--- config.mk ---
export PLATFORM = sky130hd
export DESIGN_NAME = dmacc_channel
export DESIGN_NICKNAME = d
export VERILOG_FILES = /design/src/shared/dmacc_pkg.sv /design/src/design/dmacc_channel.sv
export VERILOG_INCLUDE_DIRS = /design/src /design/src/shared
export SDC_FILE = /design/constraint.sdc
export NUM_CORES = 1
export LEC_CHECK = 0
export BUFFER_PORTS_ARGS = -buffer_cell sky130_fd_sc_hd__buf_2
export CAP_MARGIN = 0
export CORE_UTILIZATION = 38
export DETAILED_ROUTE_END_ITERATION = 6
export SKIP_CTS_REPAIR_TIMING = 1
export SLEW_MARGIN = 20
export SYNTH_ARGS = -nofsm -noshare
export SYNTH_HDL_FRONTEND = slang
export SYNTH_SLANG_ARGS = --single-unit
--- constraint.sdc ---
create_clock -name mclk -period 6.6 [get_ports mclk]
set_clock_uncertainty 0.15 [all_clocks]
set_input_delay 0 -clock mclk [delete_from_list [all_inputs] [get_ports mclk]]
set_output_delay 0 -clock mclk [all_outputs]
set_load 0.02 [all_outputs]
--- src/shared/dmacc_consts.svh ---
// Register offsets, field positions, reset values and kind codes of the DMA channel.
// Assumes it is included by its bare name from design files; it holds definitions only.
`ifndef DMACC_CONSTS_SVH
`define DMACC_CONSTS_SVH

// Register byte offsets on the register bus.
`define DMACC_OFF_CTRL      8'h30
`define DMACC_OFF_SRC       8'h34
`define DMACC_OFF_DST       8'h38
`define DMACC_OFF_COUNT     8'h3C
`define DMACC_OFF_STATUS    8'h50
`define DMACC_OFF_MASK      8'h54
`define DMACC_OFF_PROGRESS  8'h58

// Control field positions and reset values.
`define DMACC_CTRL_GO       0
`define DMACC_CTRL_RELOAD   1
`define DMACC_CTRL_SRC_LSB  4
`define DMACC_CTRL_DST_LSB  8
`define DMACC_CTRL_WSEL     12
`define DMACC_PROG_BUSY     31
`define DMACC_RESET_WORD    32'h0000_0000

// Event bits of the status and mask registers.
`define DMACC_EVT_DONE      0
`define DMACC_EVT_ERROR     1
`define DMACC_EVT_ABORT     2

// Kind codes that the channel treats specially.
`define DMACC_KIND_MEMORY   4'h0
`define DMACC_KIND_BB_RAM   4'h1
`define DMACC_DST_MODEM     4'h2
`define DMACC_DST_I2S_TX    4'h5
`define DMACC_DST_SPI1_TX   4'h9
`define DMACC_DST_LCD       4'hC
`define DMACC_DST_SPI0_TX   4'hD
`define DMACC_SRC_MODEM     4'h4
`define DMACC_SRC_ADC       4'h5
`define DMACC_SRC_SPI1_RX   4'h9
`define DMACC_SRC_I2S_RX    4'hA
`define DMACC_SRC_SPI0_RX   4'hD

// One bit per legal kind code, indexed by the code.
`define DMACC_DST_LEGAL     16'h33EF
`define DMACC_SRC_LEGAL     16'h27FB

// Bytes per beat.
`define DMACC_BYTES_8       3'h1
`define DMACC_BYTES_16      3'h2
`define DMACC_BYTES_24      3'h3
`define DMACC_BYTES_32      3'h4

`endif

--- src/shared/dmacc_pkg.sv ---
// Types shared by the DMA channel and its surroundings.
// Assumes the constants header supplies the numeric values.
package dmacc_pkg;

  // Channel sequencer states, one-hot.
  typedef enum logic [2:0] {
    DMACC_IDLE  = 3'b001,
    DMACC_READ  = 3'b010,
    DMACC_WRITE = 3'b100
  } dmacc_state_t;

  // Software-visible control fields.
  typedef struct packed {
    logic       width_sel;
    logic [3:0] dst_kind;
    logic [3:0] src_kind;
    logic       reload;
    logic       go;
  } dmacc_ctrl_t;

  // One beat request towards a source or a destination.
  typedef struct packed {
    logic [18:0] addr;
    logic [2:0]  bytes;
    logic [3:0]  kind;
  } dmacc_beat_t;

endpackage

--- src/design/dmacc_channel.sv ---
// One DMA channel: control, address and count registers, a beat sequencer and events.
// Assumes a single clock, Avalon-MM register access, and source and sink ports that
// acknowledge each beat request with a one-cycle pulse.
//
// Function
// A destination of LCD, I2S transmit, SPI or modem kind counts one per write.
// A source of ADC, SPI or modem kind counts one per read.
// Any other pairing counts the transfer in bytes moved.
// I2S beats are 16 bits with the width bit clear and 24 bits with it set.
// SPI1 beats are 8 bits with the width bit clear and 32 bits with it set.
// Destination kind sits in control bits 11:8 and its reserved codes are refused.
// Source kind sits in control bits 7:4 and its reserved codes are refused.
// With reload set the channel relatches its registers and restarts after completion.
// A rising go bit latches addresses, kinds and width and starts the transfer.
// The channel clears go itself on completion or on a transfer error.
// Writing go to zero during a transfer aborts it.
// Address registers hold 19 bits and read zero above them.
// With 16-bit beats address bit 0 is ignored.
// With 32-bit beats the low address bits below the word are ignored.
// Software leaves the registers alone while go is set and programs legal kinds.
`timescale 1ns/1ns
`include "dmacc_consts.svh"

module dmacc_channel #(
  parameter int CNT_W = 18
) (
  input  wire logic                 mclk,
  input  wire logic                 rst_n,
  input  wire logic [7:0]           avs_address,
  input  wire logic                 avs_read,
  input  wire logic                 avs_write,
  input  wire logic [31:0]          avs_writedata,
  input  wire logic [3:0]           avs_byteenable,
  output logic      [31:0]          avs_readdata,
  output logic                      avs_waitrequest,
  output logic                      irq,
  output logic                      busy,
  output logic                      rd_req,
  output dmacc_pkg::dmacc_beat_t    rd_beat,
  input  wire logic                 rd_ack,
  input  wire logic [31:0]          rd_data,
  output logic                      wr_req,
  output dmacc_pkg::dmacc_beat_t    wr_beat,
  output logic      [31:0]          wr_data,
  input  wire logic                 wr_ack,
  input  wire logic                 xfer_error
);

  // Destination kinds whose count is a number of FIFO writes.
  function automatic logic dst_fifo_counted(input logic [3:0] k);
    dst_fifo_counted = (k == `DMACC_DST_MODEM) || (k == `DMACC_DST_I2S_TX) ||
                       (k == `DMACC_DST_SPI1_TX) || (k == `DMACC_DST_LCD) ||
                       (k == `DMACC_DST_SPI0_TX);
  endfunction

  // Source kinds whose count is a number of FIFO reads.
  function automatic logic src_fifo_counted(input logic [3:0] k);
    src_fifo_counted = (k == `DMACC_SRC_MODEM) || (k == `DMACC_SRC_ADC) ||
                       (k == `DMACC_SRC_SPI1_RX) || (k == `DMACC_SRC_SPI0_RX);
  endfunction

  // Bytes per beat from the kinds and the width select bit.
  function automatic logic [2:0] beat_size(input logic [3:0] s, input logic [3:0] d,
                                           input logic w);
    if ((s == `DMACC_SRC_I2S_RX) || (d == `DMACC_DST_I2S_TX)) begin
      beat_size = w ? `DMACC_BYTES_24 : `DMACC_BYTES_16;
    end else if ((s == `DMACC_SRC_SPI1_RX) || (d == `DMACC_DST_SPI1_TX)) begin
      beat_size = w ? `DMACC_BYTES_32 : `DMACC_BYTES_8;
    end else begin
      beat_size = `DMACC_BYTES_8;
    end
  endfunction

  // Drops the address bits that a wide beat ignores.
  function automatic logic [18:0] align(input logic [18:0] a, input logic [2:0] b);
    if (b == `DMACC_BYTES_16) begin
      align = {a[18:1], 1'b0};
    end else if (b == `DMACC_BYTES_32) begin
      align = {a[18:2], 2'b00};
    end else begin
      align = a;
    end
  endfunction

  // Memory-like kinds step their address; FIFO kinds keep it fixed.
  function automatic logic kind_steps(input logic [3:0] k);
    kind_steps = (k == `DMACC_KIND_MEMORY) || (k == `DMACC_KIND_BB_RAM);
  endfunction

  // Byte-lane merge of a bus write into a register word.
  function automatic logic [31:0] merge(input logic [31:0] old, input logic [31:0] nw,
                                        input logic [3:0] be);
    merge = old;
    for (int i = 0; i < 4; i++) begin
      if (be[i]) begin
        merge[8*i +: 8] = nw[8*i +: 8];
      end
    end
  endfunction

  // Programmed registers.
  dmacc_pkg::dmacc_ctrl_t  ctrl;
  logic [18:0]             src_addr;
  logic [18:0]             dst_addr;
  logic [CNT_W-1:0]        count_reg;
  logic [2:0]              status;
  logic [2:0]              mask;
  logic                    served;

  // Working copies that the running transfer uses.
  dmacc_pkg::dmacc_state_t state;
  dmacc_pkg::dmacc_state_t next_state;
  logic [18:0]             cur_src;
  logic [18:0]             cur_dst;
  logic [CNT_W-1:0]        remaining;
  logic [2:0]              bytes_r;
  logic [2:0]              dec_r;
  logic [3:0]              src_kind_r;
  logic [3:0]              dst_kind_r;
  logic                    wsel_r;
  logic [31:0]             data_r;

  // Bus handshake: every access waits one cycle, then completes.
  wire logic        acc      = avs_read | avs_write;
  wire logic        take     = acc & served;
  wire logic        wr_take  = take & avs_write;
  wire logic        rd_take  = take & avs_read;
  wire logic        sel_ctrl = avs_address == `DMACC_OFF_CTRL;
  wire logic        sel_src  = avs_address == `DMACC_OFF_SRC;
  wire logic        sel_dst  = avs_address == `DMACC_OFF_DST;
  wire logic        sel_cnt  = avs_address == `DMACC_OFF_COUNT;
  wire logic        sel_stat = avs_address == `DMACC_OFF_STATUS;
  wire logic        sel_mask = avs_address == `DMACC_OFF_MASK;
  wire logic        sel_prog = avs_address == `DMACC_OFF_PROGRESS;
  assign avs_waitrequest = acc & ~served;

  // Register words as software sees them; reserved bits read zero.
  wire logic [31:0] ctrl_word = {19'h0_0000, ctrl.width_sel, ctrl.dst_kind, ctrl.src_kind,
                                 2'b00, ctrl.reload, ctrl.go};
  wire logic [31:0] src_word  = {13'h0000, src_addr};
  wire logic [31:0] dst_word  = {13'h0000, dst_addr};
  wire logic [31:0] cnt_word  = 32'(count_reg);
  wire logic [31:0] rd_mux    = sel_ctrl ? ctrl_word :
                                sel_src  ? src_word :
                                sel_dst  ? dst_word :
                                sel_cnt  ? cnt_word :
                                sel_stat ? {29'h0000_0000, status} :
                                sel_mask ? {29'h0000_0000, mask} :
                                sel_prog ? {busy, 31'(remaining)} :
                                `DMACC_RESET_WORD;

  // Write data merged under byte enables.
  wire logic [31:0] ctrl_wval = merge(ctrl_word, avs_writedata, avs_byteenable);
  wire logic [31:0] src_wval  = merge(src_word, avs_writedata, avs_byteenable);
  wire logic [31:0] dst_wval  = merge(dst_word, avs_writedata, avs_byteenable);
  wire logic [31:0] cnt_wval  = merge(cnt_word, avs_writedata, avs_byteenable);
  wire logic [31:0] msk_wval  = merge({29'h0000_0000, mask}, avs_writedata, avs_byteenable);
  wire logic        ctrl_write = wr_take & sel_ctrl;

  // Go edge, abort, and the configuration that a launch latches.
  wire logic        start_req = ctrl_write & ctrl_wval[`DMACC_CTRL_GO] & ~ctrl.go;
  wire logic        abort_req = ctrl_write & ~ctrl_wval[`DMACC_CTRL_GO] & busy;
  wire logic [31:0] cfg_word  = start_req ? ctrl_wval : ctrl_word;
  wire logic [3:0]  cfg_src   = cfg_word[`DMACC_CTRL_SRC_LSB +: 4];
  wire logic [3:0]  cfg_dst   = cfg_word[`DMACC_CTRL_DST_LSB +: 4];
  wire logic        cfg_wsel  = cfg_word[`DMACC_CTRL_WSEL];
  wire logic [2:0]  cfg_bytes = beat_size(cfg_src, cfg_dst, cfg_wsel);
  wire logic        cfg_fifo  = dst_fifo_counted(cfg_dst) | src_fifo_counted(cfg_src);
  wire logic        kinds_ok  = 1'(`DMACC_DST_LEGAL >> cfg_dst) & 1'(`DMACC_SRC_LEGAL >> cfg_src);

  // Beat completion and the launch of a new pass.
  wire logic        beat_done = (state == dmacc_pkg::DMACC_WRITE) & wr_ack & ~xfer_error;
  wire logic        last_beat = beat_done & (remaining <= CNT_W'(dec_r)) & ~abort_req;
  wire logic        reload_go = last_beat & ctrl.reload;
  wire logic        launch    = start_req | reload_go;
  wire logic        launch_bad   = launch & ~kinds_ok;
  wire logic        launch_empty = launch & kinds_ok & (count_reg == '0);
  wire logic        launch_run   = launch & kinds_ok & (count_reg != '0);
  wire logic        run_error = xfer_error & busy & ~abort_req;

  // Events and the hardware clear of go.
  wire logic [2:0]  events = {abort_req, launch_bad | run_error, last_beat | launch_empty};
  wire logic        go_clear = (last_beat & ~ctrl.reload) | launch_bad | launch_empty |
                               run_error;
  wire logic [2:0]  stat_clr = (rd_take & sel_stat) ? avs_readdata[2:0] : 3'h0;

  // Beat ports are driven straight from the working registers.
  assign busy    = state != dmacc_pkg::DMACC_IDLE;
  assign rd_req  = state == dmacc_pkg::DMACC_READ;
  assign wr_req  = state == dmacc_pkg::DMACC_WRITE;
  assign rd_beat = '{addr: cur_src, bytes: bytes_r, kind: src_kind_r};
  assign wr_beat = '{addr: cur_dst, bytes: bytes_r, kind: dst_kind_r};
  assign wr_data = data_r;
  assign irq     = |(status & mask);

  // Sequencer: abort and errors return to idle before any beat progress.
  always_comb begin
    next_state = state;
    case (state)
      dmacc_pkg::DMACC_IDLE: begin
        if (launch_run) begin
          next_state = dmacc_pkg::DMACC_READ;
        end
      end
      dmacc_pkg::DMACC_READ: begin
        if (rd_ack) begin
          next_state = dmacc_pkg::DMACC_WRITE;
        end
      end
      dmacc_pkg::DMACC_WRITE: begin
        if (last_beat) begin
          next_state = launch_run ? dmacc_pkg::DMACC_READ : dmacc_pkg::DMACC_IDLE;
        end else if (beat_done) begin
          next_state = dmacc_pkg::DMACC_READ;
        end
      end
      default: begin
        next_state = dmacc_pkg::DMACC_IDLE;
      end
    endcase
    if (abort_req || run_error) begin
      next_state = dmacc_pkg::DMACC_IDLE;
    end
  end

  // Bus access phase and read data, loaded in the waiting cycle.
  always_ff @(posedge mclk) begin
    if (!rst_n) begin
      served       <= 1'b0;
      avs_readdata <= `DMACC_RESET_WORD;
    end else begin
      served <= acc & ~served;
      if (avs_read && !served) begin
        avs_readdata <= rd_mux;
      end
    end
  end

  // Control register; the hardware clear of go is applied after software writes.
  always_ff @(posedge mclk) begin
    if (!rst_n) begin
      ctrl <= '0;
    end else begin
      if (ctrl_write) begin
        ctrl.go        <= ctrl_wval[`DMACC_CTRL_GO];
        ctrl.reload    <= ctrl_wval[`DMACC_CTRL_RELOAD];
        ctrl.src_kind  <= ctrl_wval[`DMACC_CTRL_SRC_LSB +: 4];
        ctrl.dst_kind  <= ctrl_wval[`DMACC_CTRL_DST_LSB +: 4];
        ctrl.width_sel <= ctrl_wval[`DMACC_CTRL_WSEL];
      end
      if (go_clear) begin
        ctrl.go <= 1'b0;
      end
    end
  end

  // Address, count and mask registers; only 19 address bits are stored.
  always_ff @(posedge mclk) begin
    if (!rst_n) begin
      src_addr  <= 19'h0_0000;
      dst_addr  <= 19'h0_0000;
      count_reg <= '0;
      mask      <= 3'h0;
    end else if (wr_take) begin
      if (sel_src) begin
        src_addr <= src_wval[18:0];
      end else if (sel_dst) begin
        dst_addr <= dst_wval[18:0];
      end else if (sel_cnt) begin
        count_reg <= cnt_wval[CNT_W-1:0];
      end else if (sel_mask) begin
        mask <= msk_wval[2:0];
      end
    end
  end

  // Sticky events; a read clears only what it reported, and a new set wins.
  always_ff @(posedge mclk) begin
    if (!rst_n) begin
      status <= 3'h0;
    end else begin
      status <= (status & ~stat_clr) | events;
    end
  end

  // Latch on launch, then step the count and any memory-kind address once per finished beat.
  always_ff @(posedge mclk) begin
    if (!rst_n) begin
      state      <= dmacc_pkg::DMACC_IDLE;
      cur_src    <= 19'h0_0000;
      cur_dst    <= 19'h0_0000;
      remaining  <= '0;
      bytes_r    <= `DMACC_BYTES_8;
      dec_r      <= `DMACC_BYTES_8;
      src_kind_r <= 4'h0;
      dst_kind_r <= 4'h0;
      wsel_r     <= 1'b0;
    end else begin
      state <= next_state;
      if (launch_run) begin
        cur_src    <= align(src_addr, cfg_bytes);
        cur_dst    <= align(dst_addr, cfg_bytes);
        remaining  <= count_reg;
        bytes_r    <= cfg_bytes;
        dec_r      <= cfg_fifo ? `DMACC_BYTES_8 : cfg_bytes;
        src_kind_r <= cfg_src;
        dst_kind_r <= cfg_dst;
        wsel_r     <= cfg_wsel;
      end else if (beat_done) begin
        remaining <= (remaining <= CNT_W'(dec_r)) ? '0 : remaining - CNT_W'(dec_r);
        if (kind_steps(src_kind_r)) begin
          cur_src <= cur_src + 19'(bytes_r);
        end
        if (kind_steps(dst_kind_r)) begin
          cur_dst <= cur_dst + 19'(bytes_r);
        end
      end
    end
  end

  // Data captured from the source beat and offered to the destination.
  always_ff @(posedge mclk) begin
    if (!rst_n) begin
      data_r <= `DMACC_RESET_WORD;
    end else if (rd_req && rd_ack) begin
      data_r <= rd_data;
    end
  end
endmodule

======== After elaboration in Yosys (flattened, before gate mapping) ========
Index checks and enable logic that the tools add are counted.
storage, ports and cells
  register bits after elaboration ......... 211
  input port bits ......................... 83
  word-level logic and storage cells ...... 180
operators by class
  add/subtract/negate cells ............... 3
  magnitude comparators ................... 1
  equality and inequality tests ........... 28
  shifts and indexed selects .............. 2
  muxes and demuxes ....................... 35
  bitwise logic cells ..................... 46
  reduce and logical (&&, ||, !) cells .... 38
operators by type and width
  kind                                                                    number
  32-bit two-way mux                                                      7
  19-bit two-way mux                                                      6
  18-bit two-way mux                                                      3
  19-bit by 3-bit adder with 19-bit output                                2
  8-bit by 6-bit equality test with 1-bit output (second input constant)  4
  14-bit by 4-bit >> shifter with 1-bit output (first input constant)     2
  3-bit two-way mux                                                       9
  4-bit equality test (second input constant)                             6
  8-bit by 7-bit equality test with 1-bit output (second input constant)  3
  1-bit bitwise AND                                                       23
  18-bit by 3-bit less-or-equal comparator with 1-bit output              1
  18-bit logical NOT                                                      1
  18-bit nonzero test                                                     1
  18-bit by 3-bit subtractor with 18-bit output                           1
  5-bit AND reduction                                                     3
  13-bit two-way mux                                                      1
  4-bit by 3-bit equality test with 1-bit output (second input constant)  3
  1-bit logical OR                                                        12
  3-bit AND reduction                                                     4
  4-bit AND reduction                                                     3
  1-bit NOT                                                               11
  2-bit two-way mux                                                       5
  3-bit case mux with 3 select lines                                      1
  4-bit by 1-bit equality test with 1-bit output (second input constant)  2
  other kinds (22)                                                        39

======== Logic depth before layout (Yosys ltp) ========
Gate-level depths: netlist of the first run.
  word-level depth ........................ 15
  depth in mapped cells ................... 13
  gate-level depth less buffers ........... 11

======== Worst setup path after synthesis of the first run ========
OpenSTA, ideal clock, no wires.
  kind .................................... flip-flop to flip-flop
  from .................................... reg state[2]
  to ...................................... reg cur_src[15]
  arrival ................................. 2.324 ns
  required time ........................... 6.370 ns
  path slack .............................. 4.046 ns
  stages on the path, launching flop included .. 7
  buffers on the path ..................... 0
  clock period less this slack ............ 2.554 ns
  path through ............................ dfxtp_1 nor3b_2 nand3_2 nor4_1 nand3_1 xor2_1 a211oi_2
on the way
  word-level cells in the longest chain between the ends .. 11
ends and longest elaborated chain
  element                           line                  source
  start: declaration                dmacc_channel.sv:111  dmacc_pkg::dmacc_state_t state;
  start signal: assignment          dmacc_channel.sv:289  state <= dmacc_pkg::DMACC_IDLE;
  start signal: assignment          dmacc_channel.sv:299  state <= next_state;
  3-bit equality test *             n/a
  via wr_req                        dmacc_channel.sv:42   output logic wr_req,
  1-bit bitwise AND * (2 in a row)  dmacc_channel.sv:172  wire logic beat_done = (state == dmacc_pkg::DMACC_WRITE) & wr_ack & ~xfer_error;
  1-bit bitwise AND (2 in a row)    dmacc_channel.sv:173  wire logic last_beat = beat_done & (remaining <= CNT_W'(dec_r)) & ~abort_req;
  1-bit bitwise AND                 dmacc_channel.sv:174  wire logic reload_go = last_beat & ctrl.reload;
  1-bit bitwise OR                  dmacc_channel.sv:175  wire logic launch = start_req | reload_go;
  1-bit bitwise AND (2 in a row)    dmacc_channel.sv:178  wire logic launch_run = launch & kinds_ok & (count_reg != '0);
  2-bit nonzero test (no line)      n/a
  2-bit AND reduction (no line)     n/a
  end signal: assignment            dmacc_channel.sv:301  cur_src <= align(src_addr, cfg_bytes);
  end signal: assignment            dmacc_channel.sv:312  cur_src <= cur_src + 19'(bytes_r);
  end: declaration                  dmacc_channel.sv:113  logic [18:0] cur_src;
Mark *: on every way through the listed nets, which the timed path passes. The rest lies on a longest branch.
A chain may end at the register's enable or synchronous reset.

======== Final worst setup path of the first run ========
  from .................................... reg served
  to ...................................... reg state[0]
on the way
  word-level cells in the longest chain between the ends .. 14
ends and longest elaborated chain
  element                                                                                                line                  source
  start: declaration                                                                                     dmacc_channel.sv:108  logic served;
  start signal: assignment                                                                               dmacc_channel.sv:232  served <= acc & ~served;
  1-bit bitwise AND *                                                                                    dmacc_channel.sv:125  wire logic take = acc & served;
  1-bit bitwise AND *                                                                                    dmacc_channel.sv:126  wire logic wr_take = take & avs_write;
  1-bit bitwise AND *                                                                                    dmacc_channel.sv:158  wire logic ctrl_write = wr_take & sel_ctrl;
  parallel branches: the longest is 11 deep, another holds 14-bit by 4-bit >> shifter with 1-bit output  n/a
Mark *: on every way between the ends.

==> metrics.md, run 1 <==
| Metric | Value |
|---|---|
| Status | `completed` |
| Mapped Cells | `1219` |
| Max_slew headroom | `25.6%` |
| Mapped Avg Cell Area | `8.20 µm²` |
| Final period demand of the worst path | `around 4.2 ns` |
| Multiplexer share of the synthesized area | `6.18%` |
| Clock Sink Count | `199` |
| Synth Area in Compound Gates | `a little under a fifth` |
| Placed instance area | `0.0109 mm²` |
| Residual DRC count | `0` |
| Setup violations, final | `0` |
| Commonest non-fill, non-tap cell in the layout | `dfxtp_1` |
| Final Hold Viols | `0` |
| Hold slack | `around 0.014 ns` |
| GPL Wtd Cong | `~0.84` |
| Slew Viols, Final | `0` |
| Tightest Hold Check Type | `input port to flip-flop` |
| Largest family of logic cells by synthesized area | `simple AND/OR/NAND/NOR gates` |
| # fillers | `2553` |
| First DRT Iteration DRCs | `810` |
| Clock Latency Late Sink | `0.44 ns` |
| Vias per std cell | `roughly 5.5` |
| Register area share after synthesis | `39.8%` |
| Num ports | `204` |
| GRT Total Usage | `22.5%` |
| Most frequent cells in the layout | `dfxtp_1 (199), nand2_1 (181), buf_2 (177), nor2_1 (138), a21oi_1 (103)` |
| LEAKAGE | `4.92 nW` |
| Remaining Overflow, GRT | `0` |
| Pre-CTS setup slack | `2.59 ns` |
| Routed length per instance | `18.1 µm` |
| EDFF count, synth | `0` |
| Mapped cell area | `between 0.009 and 0.01 mm²` |
| Largest net degree at the start of global routing | `104` |
| Detailed Routing Iterations Pass 1 | `5` |
| Cell row count | `59` |
| Bufs on Longest Clock Path | `2` |
| Setup TNS | `0 ns` |
| H-tree levels | `4` |
| Max Cap Viol | `0` |
| Worst slew pin tran | `1.11 ns` |
| Antenna violations before repair | `0` |
| Setup ws final | `2.44 ns` |
| Setup CP Type | `flip-flop to flip-flop` |
| Final period util | `a little over three fifths` |
| IO Port Bufs | `177` |
| WL final | `between 30000 and 40000 µm` |
| Max reg flops | `32` |
| Pwr dens | `196 mW/mm²` |
| Fmax achieved | `0.241 GHz` |
| CTS tree | `built` |
| Post-route cell area | `0.0121 mm²` |
| CP Launch Type | `flip-flop` |
| Root Driver | `clkbuf_16` |
| Vias in the first global route | `8266` |
| Area growth, synth to finish | `20.6%` |
| Fraction of registers with async set/reset | `0%` |
| FF+latch count, synth | `199` |
| Die Span Y | `164 µm` |
| Adder-cell area share of the yosys netlist | `about 1.7%` |
| Die ar. | `0.0270 mm²` |
| Synth Area in XOR/XNOR | `3.50%` |
| Initial Util | `38.6%` |
| Clk slew on worst S/H paths | `~0.070 ns` |
| Crit path capture type | `flip-flop` |
| Core region area | `about 0.026 mm²` |
| Synth unique cells | `77` |
| Total vias in the final route | `9485` |
| Die Wd | `164 µm` |
| VDD IR-drop max | `128 µV` |
| N_diodes | `0` |
| Post-route ant nets | `0` |
| Arr. time, crit path | `4.33 ns` |
| First-pass GRT wire length | `46700 µm` |
| Share of layout cells above drive strength 1 | `a little under a fifth` |
| RSZ-0062 raised after global routing | `false` |
| Post-synthesis simple-gate area fraction | `24.4%` |
| Synthesis warning total | `0` |
| Req. time, crit path | `6.77 ns` |
| Critical path fanouts, max | `30` |
| Most used DFF post-synth | `dfxtp_1` |
| Post-DP HPWL | `22400 µm` |
| Total CTS buffers | `17` |
| Layout Nets | `between 1000 and 1500` |
## final cells by class
| class | instances | area [µm²] | area share [%] |
|---|---|---|---|
| clock buffer | 19 | 443 | 3.67 |
| timing repair buffer | 245 | 1550 | 12.8 |
| inverter | 18 | 72.6 | 0.602 |
| clock inverter | 12 | 108 | 0.892 |
| sequential | 199 | 3980 | 33.0 |
| tap | 335 | 419 | 3.48 |
| multi-input combinational | 910 | 5480 | 45.5 |
## final timing paths
check                  from         to  slack [ns]  cells past startpoint
max                  served   state[0]        2.44                      9
min          avs_address[6]  status[2]        0.01                      5
max reg2reg          served   state[0]        2.44                      9
min reg2reg        dec_r[2]   dec_r[2]        0.30                      2
## cells in the mapped netlist, drive strengths merged (4+ instances only)
| master | count | area share (%) |
|---|---|---|
| a21oi | 105 | 5.5 |
| a31oi | 10 | 0.63 |
| xnor2 | 13 | 1.1 |
| and3 | 17 | 1.1 |
| nor4bb | 6 | 0.60 |
| inv | 18 | 0.68 |
| or3 | 7 | 0.44 |
| nand2b | 7 | 0.44 |
| clkbuf | 66 | 2.5 |
| dfxtp | 199 | 40 |
| a22oi | 31 | 2.3 |
| a221oi | 4 | 0.41 |
| and2 | 7 | 0.44 |
| a211oi | 34 | 3.5 |
| nor2b | 23 | 1.4 |
| nand4 | 7 | 0.50 |
| o21ai | 47 | 2.4 |
| nor4 | 8 | 0.71 |
| xor2 | 27 | 2.4 |
| mux2 | 6 | 0.68 |
| mux2i | 55 | 5.5 |
| buf | 37 | 2.7 |
| nand2 | 183 | 6.9 |
| ha | 9 | 1.1 |
| nand3 | 58 | 3.0 |
| or4 | 6 | 0.53 |
| nor3 | 25 | 1.4 |
| nor2 | 141 | 5.4 |
| a311oi | 16 | 1.4 |
## critical path, stage by stage, from the launching register on
cell	delay, ns
dfxtp_1	0.47
and3_1	0.56
and4_1	0.28
buf_4	0.25
mux2i_1	0.44
and3_1	0.38
nand2_2	0.44
nor2_1	0.31
o221ai_1	0.14
dlygate4sd3_1	0.59
## power by group
group          switching, mW  internal (mW)
logic                 0.0924         0.0580
clock network          0.500          0.505
registers            0.00525           1.21
total                  0.598           1.77
## metrics by stage
stage               util [%]  std cells  power (mW)
finish                  46.5       1738        2.37
floorplan                  -       1230        1.31
detailed placement      42.0       1646        1.36
global placement        42.0       1646        1.36
global route            46.5       1738        2.44
CTS                     44.2       1677        2.36
## layer usage
layer	GRT usage (%)	up-vias	share of wire, %	routed length [µm]
li1	-	4606	-	-
met1	31.1	4553	45	14200
met2	35.5	285	47	14800
met3	4.39	41	6.1	1930
met4	5.77	0	1.6	517
met5	0	-	0	0
## logic make-up (layout without fill, tap and decap cells)
| logic type | Yosys count | after routing |
|---|---|---|
| compound gates | 273 | 273 |
| xor+xnor | 40 | 40 |
| fa+ha+maj | 12 | 12 |
| buf+inv | 121 | 294 |
| flops | 199 | 199 |
| mux | 61 | 61 |
| other cells | 1 | 12 |
| simple gates | 512 | 512 |
No activity file was read; power rests on OpenSTA's default activity.
==> run 2, diff against run 1 <==
==> constraint.sdc (replaced) <==
create_clock -name mclk -period 3.6 [get_ports mclk]
set_clock_uncertainty 0.15 [all_clocks]
set_input_delay 0 -clock mclk [delete_from_list [all_inputs] [get_ports mclk]]
set_output_delay 0 -clock mclk [all_outputs]
set_load 0.02 [all_outputs]
==> metrics.md, run 2 (same netlist as run 1, synthesis figures left out) <==
| Metric | Value |
|---|---|
| # fillers | `2589 (was 2553)` |
| Met2 global-route usage | `35.6% (was 35.5%)` |
| Total vias in the final route | `9501 (was 9485)` |
| Antenna violations before repair | `0 (unchanged)` |
| Routed length per instance | `18.1 µm (about the same)` |
| Arr. time, crit path | `3.35 ns (was 4.33 ns)` |
| First-pass GRT wire length | `46300 µm (was 46700 µm)` |
| Bufs on Longest Clock Path | `2 (unchanged)` |
| Final Hold Viols | `1 (was 0)` |
| Setup CP Type | `flip-flop to flip-flop (unchanged)` |
| Max_slew headroom | `29.2% (was 25.6%)` |
| IO Port Bufs | `177 (unchanged)` |
| GRT busiest layer | `met2 (unchanged)` |
| Critical path fanouts, max | `74 (was 30)` |
| GRT Total Usage | `22.4% (was 22.5%)` |
| Setup violations, final | `0 (unchanged)` |
| WL final | `31700 µm (was 31500 µm)` |
| Max reg flops | `32 (unchanged)` |
| Vias per std cell | `5.44 (was 5.46)` |
| Clock Latency Late Sink | `0.45 ns (was 0.44 ns)` |
| Clock Sink Count | `199 (unchanged)` |
| VDD IR-drop max | `240 µV (was 128 µV)` |
| Vias in the first global route | `8210 (was 8266)` |
| Status | `complete, but fails checks (was completed)` |
| CTS tree | `built (unchanged)` |
| Crit path capture type | `flip-flop (unchanged)` |
| Die ar. | `0.0270 mm² (unchanged)` |
| Final period demand of the worst path | `3.16 ns (was 4.16 ns)` |
| RSZ-0062 raised after global routing | `false (unchanged)` |
| Largest net degree at the start of global routing | `134 (was 104)` |
| Total CTS buffers | `17 (unchanged)` |
| Failing checks | `negative hold slack` |
| Die Span Y | `164 µm (unchanged)` |
| First DRT Iteration DRCs | `889 (was 810)` |
| Remaining Overflow, GRT | `0 (unchanged)` |
| Cell row count | `59 (unchanged)` |
| Slew Viols, Final | `0 (unchanged)` |
| Residual DRC count | `0 (unchanged)` |
| Setup TNS | `0 ns (unchanged)` |
| N_diodes | `0 (unchanged)` |
| H-tree levels | `4 (unchanged)` |
| Initial Util | `38.6% (unchanged)` |
| Post-DP HPWL | `22600 µm (was 22400 µm)` |
| Worst slew pin tran | `1.06 ns (was 1.11 ns)` |
| Layout Nets | `1495 (was 1486)` |
| Clk slew on worst S/H paths | `0.08 ns (was 0.07 ns)` |
| Fmax achieved | `0.317 GHz (was 0.241 GHz)` |
| Max Cap Viol | `0 (unchanged)` |
| Detailed Routing Iterations Pass 1 | `6 (was 5)` |
| Area growth, synth to finish | `21.8% (was 20.6%)` |
| Met3 usage | `2.63% (was 4.39%)` |
| Met1 usage | `31.7% (was 31.1%)` |
| LEAKAGE | `5.00 nW (was 4.92 nW)` |
| Num ports | `204 (unchanged)` |
| Die Wd | `164 µm (unchanged)` |
| Core region area | `0.0259 mm² (unchanged)` |
| Req. time, crit path | `3.79 ns (was 6.77 ns)` |
| GPL Wtd Cong | `0.873 (was 0.841)` |
| Final period util | `87.7% (was 63.0%)` |
| Commonest non-fill, non-tap cell in the layout | `dfxtp_1 (unchanged)` |
| Hold slack | `-0.0210 ns (was 0.0137 ns)` |
| Share of layout cells above drive strength 1 | `19.6% (was 18.9%)` |
| Most frequent cells in the layout | `dfxtp_1 (199), nand2_1 (181), buf_2 (177), nor2_1 (138), a21oi_1 (103) (unchanged)` |
| Post-route ant nets | `0 (unchanged)` |
| CP Launch Type | `flip-flop (unchanged)` |
| Tightest Hold Check Type | `input port to flip-flop (unchanged)` |
| Pwr dens | `365 mW/mm² (was 196 mW/mm²)` |
| Root Driver | `clkbuf_16 (unchanged)` |
run 2: power by group:
part	internal [mW]	leakage, nW	switching, mW
clock network	0.987	0.284	0.955
registers	2.21	1.61	0.0104
logic	0.109	3.12	0.170
run 2: layout make-up:
cell class	instances	area (µm²)	share of cell area, %
Tap cell	335	419	3.44
Multi-Input combinational cell	910	5490	45.1
Clock inverter	14	160	1.32
Timing Repair Buffer	254	1620	13.3
Sequential cell	199	3980	32.7
Inverter	18	72.6	0.596
Clock buffer	18	429	3.52
run 2: worst paths after layout:
path | from | to | slack [ns] | depth (start not counted)
min reg2reg | wr_data[0] | wr_data[0] | 0.30 | 2
max reg2reg | served | state[2] | 0.44 | 8
min | avs_address[6] | status[2] | -0.02 | 5
max | served | state[2] | 0.44 | 8
run 2: layer usage:
metal | up-vias | wire (µm)
met3 | 34 | 1790
li1 | 4623 | -
met2 | 289 | 15000
met1 | 4555 | 14400
met5 | - | 0
met4 | 0 | 510
run 2: worst max-delay path, stage by stage, from the launching register on:
cell and delay, ns:
dfxtp_1 0.51, and3_1 0.42, nand4_2 0.36, mux2_2 0.42, and3_1 0.26, nand2_2 0.20, buf_12 0.34, nor2_1 0.11
o221a_2 0.28
run 2: through the flow:
| stage | std cells | util (%) | setup WS [ns] | total power, mW | cell area, µm² |
|---|---|---|---|---|---|
| 4_1_cts | 1689 | 44.7 | 0.517 | 4.41 | 11600 |
| 5_1_grt | 1748 | 47.0 | 0.288 | 4.59 | 12200 |
| 3_5_place_dp | 1657 | 42.4 | 0.543 | 2.50 | 11000 |
| 3_3_place_gp | 1657 | 42.4 | 0.579 | 2.50 | 11000 |
| 6_report | 1748 | 47.0 | 0.443 | 4.44 | 12200 |
| 2_1_floorplan | 1230 | - | 1.05 | 2.41 | 10000 |
==> run 3, diff against run 2 <==
--- a/config.mk
+++ b/config.mk
@@ -8,8 +8,9 @@
 export LEC_CHECK = 0
 export BUFFER_PORTS_ARGS = -buffer_cell sky130_fd_sc_hd__buf_2
 export CAP_MARGIN = 0
-export CORE_UTILIZATION = 38
+export CORE_UTILIZATION = 45
 export DETAILED_ROUTE_END_ITERATION = 6
+export PLACE_DENSITY = 0.7
 export SKIP_CTS_REPAIR_TIMING = 1
 export SLEW_MARGIN = 20
 export SYNTH_ARGS = -nofsm -noshare
==> metrics.md, run 3 (same netlist as run 1, synthesis figures left out) <==
| Metric | Value |
|---|---|
| Status | `complete, but fails checks (unchanged)` |
| Failing checks | `negative hold slack (unchanged)` |
| Setup TNS | `0 ns (unchanged)` |
| Sw frac | `26.5% (was 25.6%)` |
| RSZ-0062 raised after global routing | `false (unchanged)` |
| Worst slew pin tran | `1.07 ns (was 1.06 ns)` |
| Die ar. | `0.0228 mm² (was 0.0270 mm²)` |
| Final Hold Viols | `1 (unchanged)` |
| FF-to-FF Start | `served (unchanged)` |
| Pwr dens | `365 mW/mm² (about the same)` |
| Total vias in the final route | `9674 (was 9501)` |
| Fmax achieved | `0.298 GHz (was 0.317 GHz)` |
| Total power | `4.42 mW (was 4.44 mW)` |
| First-pass GRT wire length | `46100 µm (was 46300 µm)` |
| Crit path capture type | `flip-flop (unchanged)` |
| Root Driver | `clkbuf_16 (unchanged)` |
| Hold slack | `-0.0482 ns (was -0.0210 ns)` |
| Setup CP Type | `flip-flop to flip-flop (unchanged)` |
| Antenna violations before repair | `0 (unchanged)` |
| Clock power share | `43.4% (was 43.7%)` |
| GPL Wtd Cong | `0.888 (was 0.873)` |
| Max_slew headroom | `28.1% (was 29.2%)` |
| N_diodes | `0 (unchanged)` |
| Commonest non-fill, non-tap cell in the layout | `dfxtp_1 (unchanged)` |
| Req. time, crit path | `3.78 ns (was 3.79 ns)` |
| Comb power frac | `6.3% (about the same)` |
| Total CTS buffers | `17 (unchanged)` |
| GRT busiest layer | `met2 (unchanged)` |
| Num ports | `204 (unchanged)` |
| Met2 global-route usage | `40.6% (was 35.6%)` |
| Cell row count | `54 (was 59)` |
| First DRT Iteration DRCs | `994 (was 889)` |
| Met3 usage | `3.77% (was 2.63%)` |
| Vias in the first global route | `8376 (was 8210)` |
| WL final | `30900 µm (was 31700 µm)` |
| Tightest Hold Check Type | `input port to flip-flop (unchanged)` |
| Sw power | `1.17 mW (was 1.14 mW)` |
| Initial Util | `45.8% (was 38.6%)` |
| Max reg flops | `32 (unchanged)` |
| Clock Sink Count | `199 (unchanged)` |
| Post-DP HPWL | `21700 µm (was 22600 µm)` |
| Register-to-register setup slack | `0.24 ns (was 0.44 ns)` |
| Vias per std cell | `5.72 (was 5.44)` |
| Residual DRC count | `0 (unchanged)` |
| Internal power | `3.25 mW (was 3.31 mW)` |
| Most frequent cells in the layout | `dfxtp_1 (199), nand2_1 (181), buf_2 (177), nor2_1 (138), a21oi_1 (103) (unchanged)` |
| LEAKAGE | `5.00 nW (about the same)` |
| Die Wd | `151 µm (was 164 µm)` |
| Bufs on Longest Clock Path | `2 (unchanged)` |
| Setup violations, final | `0 (unchanged)` |
| Clock Latency Late Sink | `0.45 ns (about the same)` |
| Post-layout util | `55.5% (was 47.0%)` |
| Post-route ant nets | `0 (unchanged)` |
| R2R depth | `8 (unchanged)` |
| Share of layout cells above drive strength 1 | `19.6% (about the same)` |
| Worst R2R End | `state[2] (unchanged)` |
| Final period util | `93.3% (was 87.7%)` |
| Slew Viols, Final | `0 (unchanged)` |
| CP Launch Type | `flip-flop (unchanged)` |
| Remaining Overflow, GRT | `0 (unchanged)` |
| Met1 usage | `37.6% (was 31.7%)` |
| Max Cap Viol | `0 (unchanged)` |
| Routed length per instance | `18.3 µm (was 18.1 µm)` |
| Layout Nets | `1494 (was 1495)` |
| Arr. time, crit path | `3.54 ns (was 3.35 ns)` |
| Final period demand of the worst path | `3.36 ns (was 3.16 ns)` |
| Die Span Y | `151 µm (was 164 µm)` |
| Area growth, synth to finish | `21.0% (was 21.8%)` |
| Clk slew on worst S/H paths | `0.08 ns (about the same)` |
| H-tree levels | `4 (unchanged)` |
| Largest net degree at the start of global routing | `110 (was 134)` |
| CP Capture Point | `state[2] (unchanged)` |
| Detailed Routing Iterations Pass 1 | `5 (was 6)` |
| Worst Setup SP | `served (unchanged)` |
| Flop pwr share | `50.3% (was 50.0%)` |
| CTS tree | `built (unchanged)` |
| IO Port Bufs | `177 (unchanged)` |
| VDD IR-drop max | `305 µV (was 240 µV)` |
| Critical path fanouts, max | `10 (was 74)` |
| Core region area | `0.0218 mm² (was 0.0259 mm²)` |
| GRT Total Usage | `26.3% (was 22.4%)` |
run 3: how the worst min path moves through the flow:
stage | from | endpoint | cells past startpoint
detailed placement | rd_data[5] | wr_data[5] | 3
global route | avs_address[6] | status[2] | 5
floorplan | rd_data[0] | wr_data[0] | 2
CTS | rd_data[5] | wr_data[5] | 3
global placement | rd_data[12] | wr_data[12] | 3
finish | avs_address[6] | status[2] | 5
run 3: layout make-up:
cell class	instances	area (µm²)
flip-flops and latches	199	3980
well taps	280	350
fillers	2019	9720
repair buffers	253	1630
clock buffers	17	425
inverters	18	72.6
clock inverters	15	160
multi-input cells	910	5480
run 3: worst max-delay path, stage by stage, from the launching register on:
cell	delay, ns
dfxtp_1	0.49
and3_1	0.40
nand4_2	0.34
mux2_2	0.41
and3_1	0.26
nand2_2	0.26
nor2_1	0.10
o221a_2	0.28
dlygate4sd3_1	0.56
run 3: per-stage QoR:
| stage | setup WS [ns] | area (µm²) | hold WS (ns) | std cells |
|---|---|---|---|---|
| 6_report | 0.240 | 12100 | -0.0482 | 1692 |
| 5_1_grt | 0.0673 | 12100 | 0.0370 | 1692 |
| 4_1_cts | 0.460 | 11500 | -0.382 | 1633 |
| 3_5_place_dp | 0.478 | 10900 | 0.0946 | 1601 |
| 3_3_place_gp | 0.610 | 10900 | 0.0903 | 1601 |
| 2_1_floorplan | 1.05 | 10000 | -0.0140 | 1230 |
run 3: routing by layer:
layer / wire, µm / vias up / share of wire [%]
li1: - / 4622 / -
met5: 0 / - / 0
met1: 13600 / 4609 / 44
met2: 14500 / 397 / 47
met3: 2240 / 46 / 7.2
met4: 575 / 0 / 1.9
run 3: power by group through the flow:
stage                     registers, mW  clock network [mW]  logic, mW
after CTS                          2.22                1.93      0.226
after floorplan                    2.28                   0      0.124
final                              2.22                1.92      0.279
after global routing               2.22                2.02      0.299
after global placement             2.27                   0      0.223
after detailed placement           2.27                   0      0.225
